<file path="config.mk">
export PLATFORM = sky130hd
export DESIGN_NAME = read_boundary_split
export DESIGN_NICKNAME = d
export VERILOG_FILES = /design/src/verilog/read_split_pkg.sv /design/src/verilog/read_boundary_split.sv
export SDC_FILE = /design/constraint.sdc
export NUM_CORES = 1
export LEC_CHECK = 0
export BUFFER_PORTS_ARGS = -buffer_cell sky130_fd_sc_hd__buf_2
export CORE_MARGIN = 3
export CORE_UTILIZATION = 45
export DETAILED_ROUTE_END_ITERATION = 16
export HOLD_SLACK_MARGIN = 0.03
export PLACE_DENSITY = 0.7
export SETUP_SLACK_MARGIN = 0.05
export SYNTH_ARGS = -nofsm -noshare
export SYNTH_HDL_FRONTEND = slang
export SYNTH_SLANG_ARGS = --single-unit
</file>
<file path="constraint.sdc">
create_clock -name ref_clk -period 15.27 [get_ports ref_clk]
set_input_delay 3.054 -clock ref_clk [delete_from_list [all_inputs] [get_ports ref_clk]]
set_output_delay 3.054 -clock ref_clk [all_outputs]
set_load 0.05 [all_outputs]
</file>
<file path="src/verilog/read_split_pkg.sv">
// Shared types and constants for the downstream read boundary splitter.
package read_split_pkg;
  localparam int ADDR_W = 32;
  localparam int BC_W   = 13;
  localparam int DW_W   = 11;
  localparam int BND_LSB = 20;

  localparam logic [BND_LSB:0]    BND_SIZE  = 21'h100000;
  localparam logic [BC_W-1:0]     MAX_BYTES = 13'h1000;
  localparam logic [11:0]         BC_ZERO   = 12'h000;
  localparam logic [1:0]          LOW_ZERO  = 2'h0;
  localparam logic [BND_LSB-1:0]  BND_ZERO  = 20'h00000;
  localparam logic [BC_W+1:0]     DW_ROUND  = 15'h0003;
  localparam logic [DW_W-1:0]     DW_ONE    = 11'h001;
  localparam logic [DW_W-1:0]     DW_NONE   = 11'h000;
  localparam logic [BC_W-1:0]     BYTES_NONE = 13'h0000;

  typedef enum logic [1:0] {
    ST_IDLE    = 2'h0,
    ST_ISSUE   = 2'h1,
    ST_XFER    = 2'h3,
    ST_RELEASE = 2'h2
  } state_t;

  // Read request from the split-transaction side; byte_count 0 means 4096 on a burst read.
  typedef struct packed {
    logic [ADDR_W-1:0] addr;
    logic [11:0]       byte_count;
    logic              burst;
  } read_req_t;

  // Read issued on the conventional bus.
  typedef struct packed {
    logic [ADDR_W-1:0] addr;
    logic [DW_W-1:0]   dwords;
    logic              burst;
  } bus_cmd_t;

  // One data beat of a split completion.
  typedef struct packed {
    logic [31:0]       data;
    logic [ADDR_W-1:0] start_addr;
    logic [BC_W-1:0]   byte_count;
    logic              bcm;
    logic              first;
    logic              last;
  } cpl_beat_t;
endpackage

</file>
<file path="src/verilog/read_boundary_split.sv">
// Downstream read path that cuts reads at 1 MB boundaries and returns split completions.
`timescale 1ns/1ps
module read_boundary_split (
  input  wire logic                           ref_clk,       // Bridge clock, 50 MHz.
  input  wire logic                           rst,           // Synchronous reset, active high.
  input  wire logic                           req_valid,     // Read request offered.
  input  wire read_split_pkg::read_req_t      req,           // Read request fields.
  output logic                                req_ready,     // Request taken when high with valid.
  output logic                                bus_cmd_valid, // Conventional-bus read to issue.
  output read_split_pkg::bus_cmd_t            bus_cmd,       // Issued address and doubleword count.
  input  wire logic                           bus_cmd_ready, // Bus transaction started.
  input  wire logic                           bus_data_valid, // Read data phase from the target.
  input  wire logic [31:0]                    bus_data,      // Read data.
  output logic                                bus_data_ready, // Data phase may complete.
  output logic                                bus_stop,      // Disconnect after this data phase.
  output logic                                cpl_valid,     // Completion beat valid.
  output read_split_pkg::cpl_beat_t           cpl,           // Completion beat.
  input  wire logic                           cpl_ready,     // Completion beat accepted.
  output logic                                buf_release,   // One-cycle buffer release pulse.
  output logic [read_split_pkg::DW_W-1:0]     buf_release_dw // Doublewords released.
);
  import read_split_pkg::*;

  state_t            state;
  logic              seg_second;
  logic              seg_bcm;
  logic [ADDR_W-1:0] seg_addr;
  logic [BC_W-1:0]   seg_bytes;
  logic [BC_W-1:0]   rest_bytes;
  logic [DW_W-1:0]   seg_dw;
  logic [DW_W-1:0]   taken_dw;
  logic              out_valid;
  cpl_beat_t         out_beat;

  logic [BC_W-1:0]   total_bytes;
  logic [BND_LSB:0]  to_bnd;
  logic              crosses;
  logic [BC_W-1:0]   first_bytes;
  logic              take_beat;
  logic              last_take;
  logic              last_sent;
  logic              load_first;
  logic              load_second;

  function automatic logic [DW_W-1:0] dword_span(input logic [1:0] lo, input logic [BC_W-1:0] bytes);
    logic [BC_W+1:0] sum;
    sum = {{BC_W{1'b0}}, lo} + {2'h0, bytes} + DW_ROUND;
    // The top bits are always zero, since a segment never spans more than 4096 bytes.
    return sum[DW_W+1:2];
  endfunction

  always_comb begin
    total_bytes = req.burst ? ((req.byte_count == BC_ZERO) ? MAX_BYTES : {1'b0, req.byte_count})
                            : {1'b0, req.byte_count};
    // True byte distance to the next boundary, so starts 9 to 11 bytes out are caught.
    to_bnd = BND_SIZE - {1'b0, req.addr[BND_LSB-1:0]};
    // A non-burst read is one doubleword and never split.
    crosses = req.burst && ({{(BND_LSB+1-BC_W){1'b0}}, total_bytes} > to_bnd);
    first_bytes = crosses ? to_bnd[BC_W-1:0] : total_bytes;
  end

  assign req_ready     = (state == ST_IDLE);
  assign bus_cmd_valid = (state == ST_ISSUE);
  assign take_beat     = (state == ST_XFER) && bus_data_valid && bus_data_ready;
  assign last_take     = take_beat && (taken_dw + DW_ONE == seg_dw);
  assign last_sent     = out_valid && cpl_ready && out_beat.last;
  assign load_first    = (state == ST_IDLE) && req_valid;
  assign load_second   = (state == ST_RELEASE) && !seg_second && (rest_bytes != BYTES_NONE);

  always_comb begin
    bus_cmd.addr   = {seg_addr[ADDR_W-1:2], LOW_ZERO};
    bus_cmd.dwords = seg_dw;
    bus_cmd.burst  = seg_bcm | seg_second | (seg_dw != DW_ONE);
    bus_data_ready = (state == ST_XFER) && (taken_dw != seg_dw) && (!out_valid || cpl_ready);
    bus_stop       = last_take;
  end

  always_ff @(posedge ref_clk) begin
    if (rst) begin
      state <= ST_IDLE;
    end else begin
      case (state)
        ST_IDLE: begin
          if (req_valid) begin
            state <= ST_ISSUE;
          end
        end
        ST_ISSUE: begin
          if (bus_cmd_ready) begin
            state <= ST_XFER;
          end
        end
        ST_XFER: begin
          if (last_sent) begin
            state <= ST_RELEASE;
          end
        end
        ST_RELEASE: begin
          // Reissue only for bytes beyond the boundary of a crossing burst.
          if (load_second) begin
            state <= ST_ISSUE;
          end else begin
            state <= ST_IDLE;
          end
        end
        default: begin
          state <= ST_IDLE;
        end
      endcase
    end
  end

  // The first segment loads from the request, the second from what is left past the boundary.
  always_ff @(posedge ref_clk) begin
    if (rst) begin
      seg_second <= 1'b0;
      seg_bcm    <= 1'b0;
    end else if (load_first) begin
      seg_second <= 1'b0;
      seg_bcm    <= crosses;
    end else if (load_second) begin
      seg_second <= 1'b1;
      seg_bcm    <= 1'b0;
    end
  end

  always_ff @(posedge ref_clk) begin
    if (rst) begin
      seg_addr <= '0;
    end else if (load_first) begin
      seg_addr <= req.addr;
    end else if (load_second) begin
      seg_addr <= {seg_addr[ADDR_W-1:BND_LSB] + 12'h001, BND_ZERO};
    end
  end

  always_ff @(posedge ref_clk) begin
    if (rst) begin
      seg_bytes  <= BYTES_NONE;
      rest_bytes <= BYTES_NONE;
    end else if (load_first) begin
      seg_bytes  <= first_bytes;
      rest_bytes <= total_bytes - first_bytes;
    end else if (load_second) begin
      seg_bytes  <= rest_bytes;
      rest_bytes <= BYTES_NONE;
    end
  end

  always_ff @(posedge ref_clk) begin
    if (rst) begin
      seg_dw <= DW_NONE;
    end else if (load_first) begin
      seg_dw <= dword_span(req.addr[1:0], first_bytes);
    end else if (load_second) begin
      seg_dw <= dword_span(LOW_ZERO, rest_bytes);
    end
  end

  always_ff @(posedge ref_clk) begin
    if (rst) begin
      taken_dw <= DW_NONE;
    end else if (state == ST_ISSUE) begin
      taken_dw <= DW_NONE;
    end else if (take_beat) begin
      taken_dw <= taken_dw + DW_ONE;
    end
  end

  // Single output register; its ready term stalls the bus data phases.
  always_ff @(posedge ref_clk) begin
    if (rst) begin
      out_valid <= 1'b0;
    end else if (take_beat) begin
      out_valid <= 1'b1;
    end else if (cpl_ready) begin
      out_valid <= 1'b0;
    end
  end

  // The beat keeps its fields while the requester stalls the completion.
  always_ff @(posedge ref_clk) begin
    if (rst) begin
      out_beat <= '0;
    end else if (take_beat) begin
      out_beat.data       <= bus_data;
      out_beat.start_addr <= seg_addr;
      out_beat.byte_count <= seg_bytes;
      out_beat.bcm        <= seg_bcm;
      out_beat.first      <= (taken_dw == DW_NONE);
      out_beat.last       <= last_take;
    end
  end

  assign cpl_valid = out_valid;
  assign cpl       = out_beat;

  // Frees exactly the doublewords of the completion just sent.
  always_ff @(posedge ref_clk) begin
    if (rst) begin
      buf_release <= 1'b0;
    end else begin
      buf_release <= last_sent;
    end
  end

  always_ff @(posedge ref_clk) begin
    if (rst) begin
      buf_release_dw <= DW_NONE;
    end else begin
      buf_release_dw <= last_sent ? seg_dw : DW_NONE;
    end
  end
endmodule

</file>
**Yosys cells after proc, flatten, opt, wreduce, memory -nomap -nowiden**

Cells that the tools add are included.

- $lt $le $gt $ge: 1
- Equal/unequal tests: 9
- Bitwise operators: 3
- Muxes and demuxes: 20
- Add/subtract/negate cells: 7
- Reductions and logical operators: 24

Operators with widths:

| kind | number |
|---|---|
| $mux W13 | 7 |
| $mux W32 | 2 |
| $add A13 B2 Y13 const B | 2 |
| $mux W11 | 2 |
| $gt A13 B21 Y1 | 1 |
| $sub A21 B20 Y21 const A | 1 |
| $add A2 B13 Y13 | 1 |
| $reduce_bool A13 Y1 | 1 |
| $sub A13 B13 Y13 | 1 |
| $add A12 B1 Y12 const B | 1 |
| $logic_not A12 Y1 | 1 |
| $add A11 B1 Y11 const B | 1 |
| $eq A11 B11 Y1 | 1 |
| $logic_and A1 B1 Y1 | 11 |
| $logic_not A11 Y1 | 1 |
| $ne A11 B1 Y1 const B | 1 |
| $ne A11 B11 Y1 | 1 |
| $pmux W2 S4 | 1 |
| $mux W2 | 3 |
| $reduce_or A2 Y1 | 3 |
| $mux W1 | 5 |
| $eq A2 B2 Y1 const B | 2 |
| $ne A2 B2 Y1 const B | 2 |
| $reduce_bool A2 Y1 | 2 |
| 8 further kinds | 10 |

- Logic and storage cells: 81
- Register bits after elaboration: 177
- Input port bits: 83
- Output and inout bits: 141

**Depth between registers and ports, before layout**

- Depth after elaboration: 9
- Gate-level depth with buffers: 27
- Depth with buffers taken out: 25

**Worst setup path after synthesis**

OpenSTA, ideal clock, no wires.

- Path kind: input -> output
- Start: in cpl_ready
- End: out bus_stop
- Slack: 5.973 ns
- Data required time: 12.216 ns
- Arrival: 6.243 ns
- Path buffers: 1
- Stages on the path: 7
- Cell sequence: nand2b_1 nand3_1 a21oi_1 and2_1 clkbuf_1 nand4_1 nor4_1

- Word-level cells in the longest chain between the ends: 4

RTL lines:

| what | line | RTL |
|---|---|---|
| start, declared | read_boundary_split.sv:18 | `input wire logic cpl_ready,` |
| $logic_or A1 B1 Y1 | read_boundary_split.sv:74 | `bus_data_ready = (state == ST_XFER) && (taken_dw != seg_dw) && (!out_valid \|\| cpl_ready);` |
| $logic_and A1 B1 Y1 | read_boundary_split.sv:74 |  |
| named net bus_data_ready | read_boundary_split.sv:14 | `output logic bus_data_ready,` |
| $logic_and A1 B1 Y1 | read_boundary_split.sv:64 | `assign take_beat = (state == ST_XFER) && bus_data_valid && bus_data_ready;` |
| $logic_and A1 B1 Y1 | read_boundary_split.sv:65 | `assign last_take = take_beat && (taken_dw + DW_ONE == seg_dw);` |
| end, declared | read_boundary_split.sv:15 | `output logic bus_stop,` |

The timed path passes the listed nets, and every way through them passes these cells.

**Worst setup path after layout**

- Start: in req[18] (netlist bit)
- End: reg seg_dw[9]

- Word-level cells in the longest chain between the ends: 7

RTL lines:

| what | line | RTL |
|---|---|---|
| start, declared | read_boundary_split.sv:7 | `input wire read_split_pkg::read_req_t req,` |
| $sub A21 B20 Y21 * | read_boundary_split.sv:56 | `to_bnd = BND_SIZE - {1'b0, req.addr[BND_LSB-1:0]};` |
| $gt A13 B21 Y1 | read_boundary_split.sv:58 | `crosses = req.burst && ({{(BND_LSB+1-BC_W){1'b0}}, total_bytes} > to_bnd);` |
| $logic_and A1 B1 Y1 | read_boundary_split.sv:58 |  |
| $mux W13 * | read_boundary_split.sv:59 | `first_bytes = crosses ? to_bnd[BC_W-1:0] : total_bytes;` |
| $add A2 B13 Y13 * | read_boundary_split.sv:47 | `sum = {{BC_W{1'b0}}, lo} + {2'h0, bytes} + DW_ROUND;` |
| $add A13 B2 Y13 * | read_boundary_split.sv:47 |  |
| $mux W11 * | read_boundary_split.sv:153 | `end else if (load_first) begin` |
| end signal, assigned | read_boundary_split.sv:154 | `seg_dw <= dword_span(req.addr[1:0], first_bytes);` |
| end signal, assigned | read_boundary_split.sv:156 | `seg_dw <= dword_span(LOW_ZERO, rest_bytes);` |
| end, declared | read_boundary_split.sv:30 | `logic [DW_W-1:0] seg_dw;` |

Mark *: on every way between the ends. The rest lies on a longest branch, timed or not.
A chain may end at the register's enable or synchronous reset.

==> results.cfg <==
[global_routing]
grt_overflow = 0
grt_pass1_vias = 7730
grt_max_degree = 94
antenna_found_initial = 0
grt_pass1_wl_um = 40900
grt_use_total_pct = 22.8

[clock_network]
cts.clk_slew.worst_paths_ns = 0.07
clk_latency_ns = 0.43
cts_sinks = 177
numCtsBuffers = 17
ctsResizeCount = 0
cts_hold_buf = 0
cts_setup_buffers = 0
cts_root_buf = clkbuf_16
clk_path_buf_depth = 2
htreeDepth = 4
cts_tree = built

[synth]
synth.avg_cell_area_um2 = 7.88
synthFlopType = dfxtp_1
ys_ff_latch = 177
seq_area_frac_synth_pct = 38.7
ys_warn_count = 0
synth_edf_count = 0
syn_area_mm2 = 0.00915
synth_async_sr_flop_share_pct = 0
syn_inst = 1162
yosysUniqueCellTypes = 68

[sta]
skew_ns = 0.0110
period_needed_ns = 8.61
tns_ns = 0
setup_viol = 0
max_freq_mhz = 116
hold_viol = 0
holdWs_ns = 0.452
worst_slew_margin_rel_pct = 34.0
drv_slew = 0
finalCritPeriodShare_pct = 56.4
rsz0062_at_grt = no
tightestPinTransition_ns = 0.990

[floorplan]
die_h_um = 149
fp.dieW_um = 149
io_pins = 224
start_util_pct = 46.4
core_area_mm2 = 0.0197
row_count = 51
die_area_mm2 = 0.0221

[critical_path]
r2r_slack_ns = 12.36
worst_ep_required_time_ns = 15.63
path_delay_family = simple AND/OR/NAND/NOR gates
critical_path.startpoint_type = input pin
cp.arrival_ns = 8.96
crit_type = input pin to register
rr_worst_depth = 7
path_buf_inv = 4
critPathMaxFanout = 30
path_cells = buf_2 -> nor4_4 -> nand2_2 -> nor4_1 -> xnor2_1 -> inv_1 -> ha_1 -> nand4_1 -> a311oi_1 -> nor4b_1 -> nor4_4 -> buf_4 -> mux2i_1 -> inv_1 -> ha_1 -> nand2b_1 -> fa_1 -> nor4_1 -> or4b_2 -> nand3_1 -> o221ai_1 -> a21oi_1
slowest_stage = or4b_2
crit_cells = 22
worst_path_largest_cell_delay_ns = 0.65
crit_path_end_kind = register

[detailed_routing]
dr.pass1.iters = 5
num_vias = 8514
drc_errors = 0
vias_per_cell = 5.40
antenna_left = 0
drt_wl_total_um = 26300
highest_layer = met4
routedWlPerCell_um = 16.7
met3_length_um = 1900
first_iter_violations = 447
met2_length_um = 12300
met1Wirelength_um = 11500

[place]
dp_hpwl_um = 19000
io_buffers = 221
dpl-instance-area_mm2 = 0.0101
placedCellCount = 1544
place_congestion = 0.969

[hold_path]
hp-class = register to register
min_delay_path_depth = 2

[cells_and_area]
layout_common_cells = nand2_1 (234), buf_2 (220), dfxtp_1 (177)
nets = 1414
postLayoutCoreUtil_pct = 54.2
final_common_cell = nand2_1
drive_gt1_share_pct = 21.4
nFillCells = 1900
design_area_mm2 = 0.0107
area_delta_synth_final_pct = 16.8
final_cells = 1577

[status]
status = completed

[power]
p_per_area_mw_per_mm2 = 105
leakage_nw = 4.43
ir_drop_uv = 82.0

[flow_run]
max_cap_violations = 0
==> cells in the mapped netlist (17+ instances only) <==
| master | count | area share [%] |
|---|---|---|
| nand2_1 | 236 | 9.7 |
| dfxtp_1 | 177 | 39 |
| a21oi_1 | 130 | 7.1 |
| nor2_1 | 70 | 2.9 |
| clkbuf_1 | 68 | 2.8 |
| nand3_1 | 48 | 2.6 |
| xor2_1 | 37 | 3.5 |
| buf_4 | 32 | 2.6 |
| xnor2_1 | 32 | 3.1 |
| ha_1 | 31 | 4.2 |
| inv_1 | 31 | 1.3 |
| o21ai_0 | 27 | 1.5 |
| nor3_1 | 20 | 1.1 |
| nor4_1 | 17 | 1.2 |
==> final timing paths <==
check	startpoint	endpoint
min reg2reg	cpl[76]	cpl[76]
min	cpl[76]	cpl[76]
max	req[18]	seg_dw[9]
max reg2reg	seg_dw[5]	cpl[0]
==> sequential cells by signal (all words and copies together), names as in the netlist <==
signal and count:
cpl 80, seg_bytes 13, seg_addr 32, cpl_valid 1, buf_release_dw 11, taken_dw 11
rest_bytes 13, buf_release 1, seg_dw 11, seg_bcm 1, state 2, seg_second 1
==> final cells by class <==
class / instances / area (um2) / area share (%)
Clock buffer: 17 / 425 / 3.98
Sequential cell: 177 / 3540 / 33.2
Timing Repair Buffer: 229 / 1170 / 10.9
Antenna cell: 1 / 2.50 / 0.0234
Clock inverter: 15 / 166 / 1.56
Multi-Input combinational cell: 841 / 4930 / 46.1
Tap cell: 265 / 332 / 3.10
Inverter: 32 / 120 / 1.12
==> per-layer routing <==
metal	vias up	GRT usage [%]
li1	4240	-
met1	3950	30.1
met2	292	37.6
met3	32	4.91
met4	0	6.84
met5	-	0
==> power breakdown <==
group | internal, mW | switching [mW] | total, mW
Sequential | 0.478 | 0.0211 | 0.499
Clock | 0.232 | 0.204 | 0.436
Combinational | 0.0594 | 0.125 | 0.184
==> worst reg2reg max path, cell delays in order, from the launching register on <==
cell     delay [ns]
dfxtp_1        0.47
xor2_1         0.25
nor3_1         0.11
a21oi_1        0.30
and2_4         0.86
nand4_1        0.23
nor4_1         0.47
o21a_1         0.18
==> stage by stage <==
step	power (mW)	setup slack, ns
2_1_floorplan	0.643	5.97
3_3_place_gp	0.691	6.44
3_5_place_dp	0.693	6.23
4_1_cts	1.13	6.69
5_1_grt	1.17	6.21
6_report	1.12	6.66
==> logic make-up (layout without fill, tap and decap cells) <==
logic type      count (synthesis)  in the layout  share of synthesized area, %
compound gates                241            241                          16.0
xor+xnor                       69             69                          6.60
fa+ha+maj                      33             33                          4.68
buf+inv                       145            293                          7.55
flops                         177            177                          38.7
mux                            17             17                          1.96
other cells                     1              3                        0.0410
simple gates                  479            479                          24.5
Note: power is estimated with default switching activity, not from simulation.
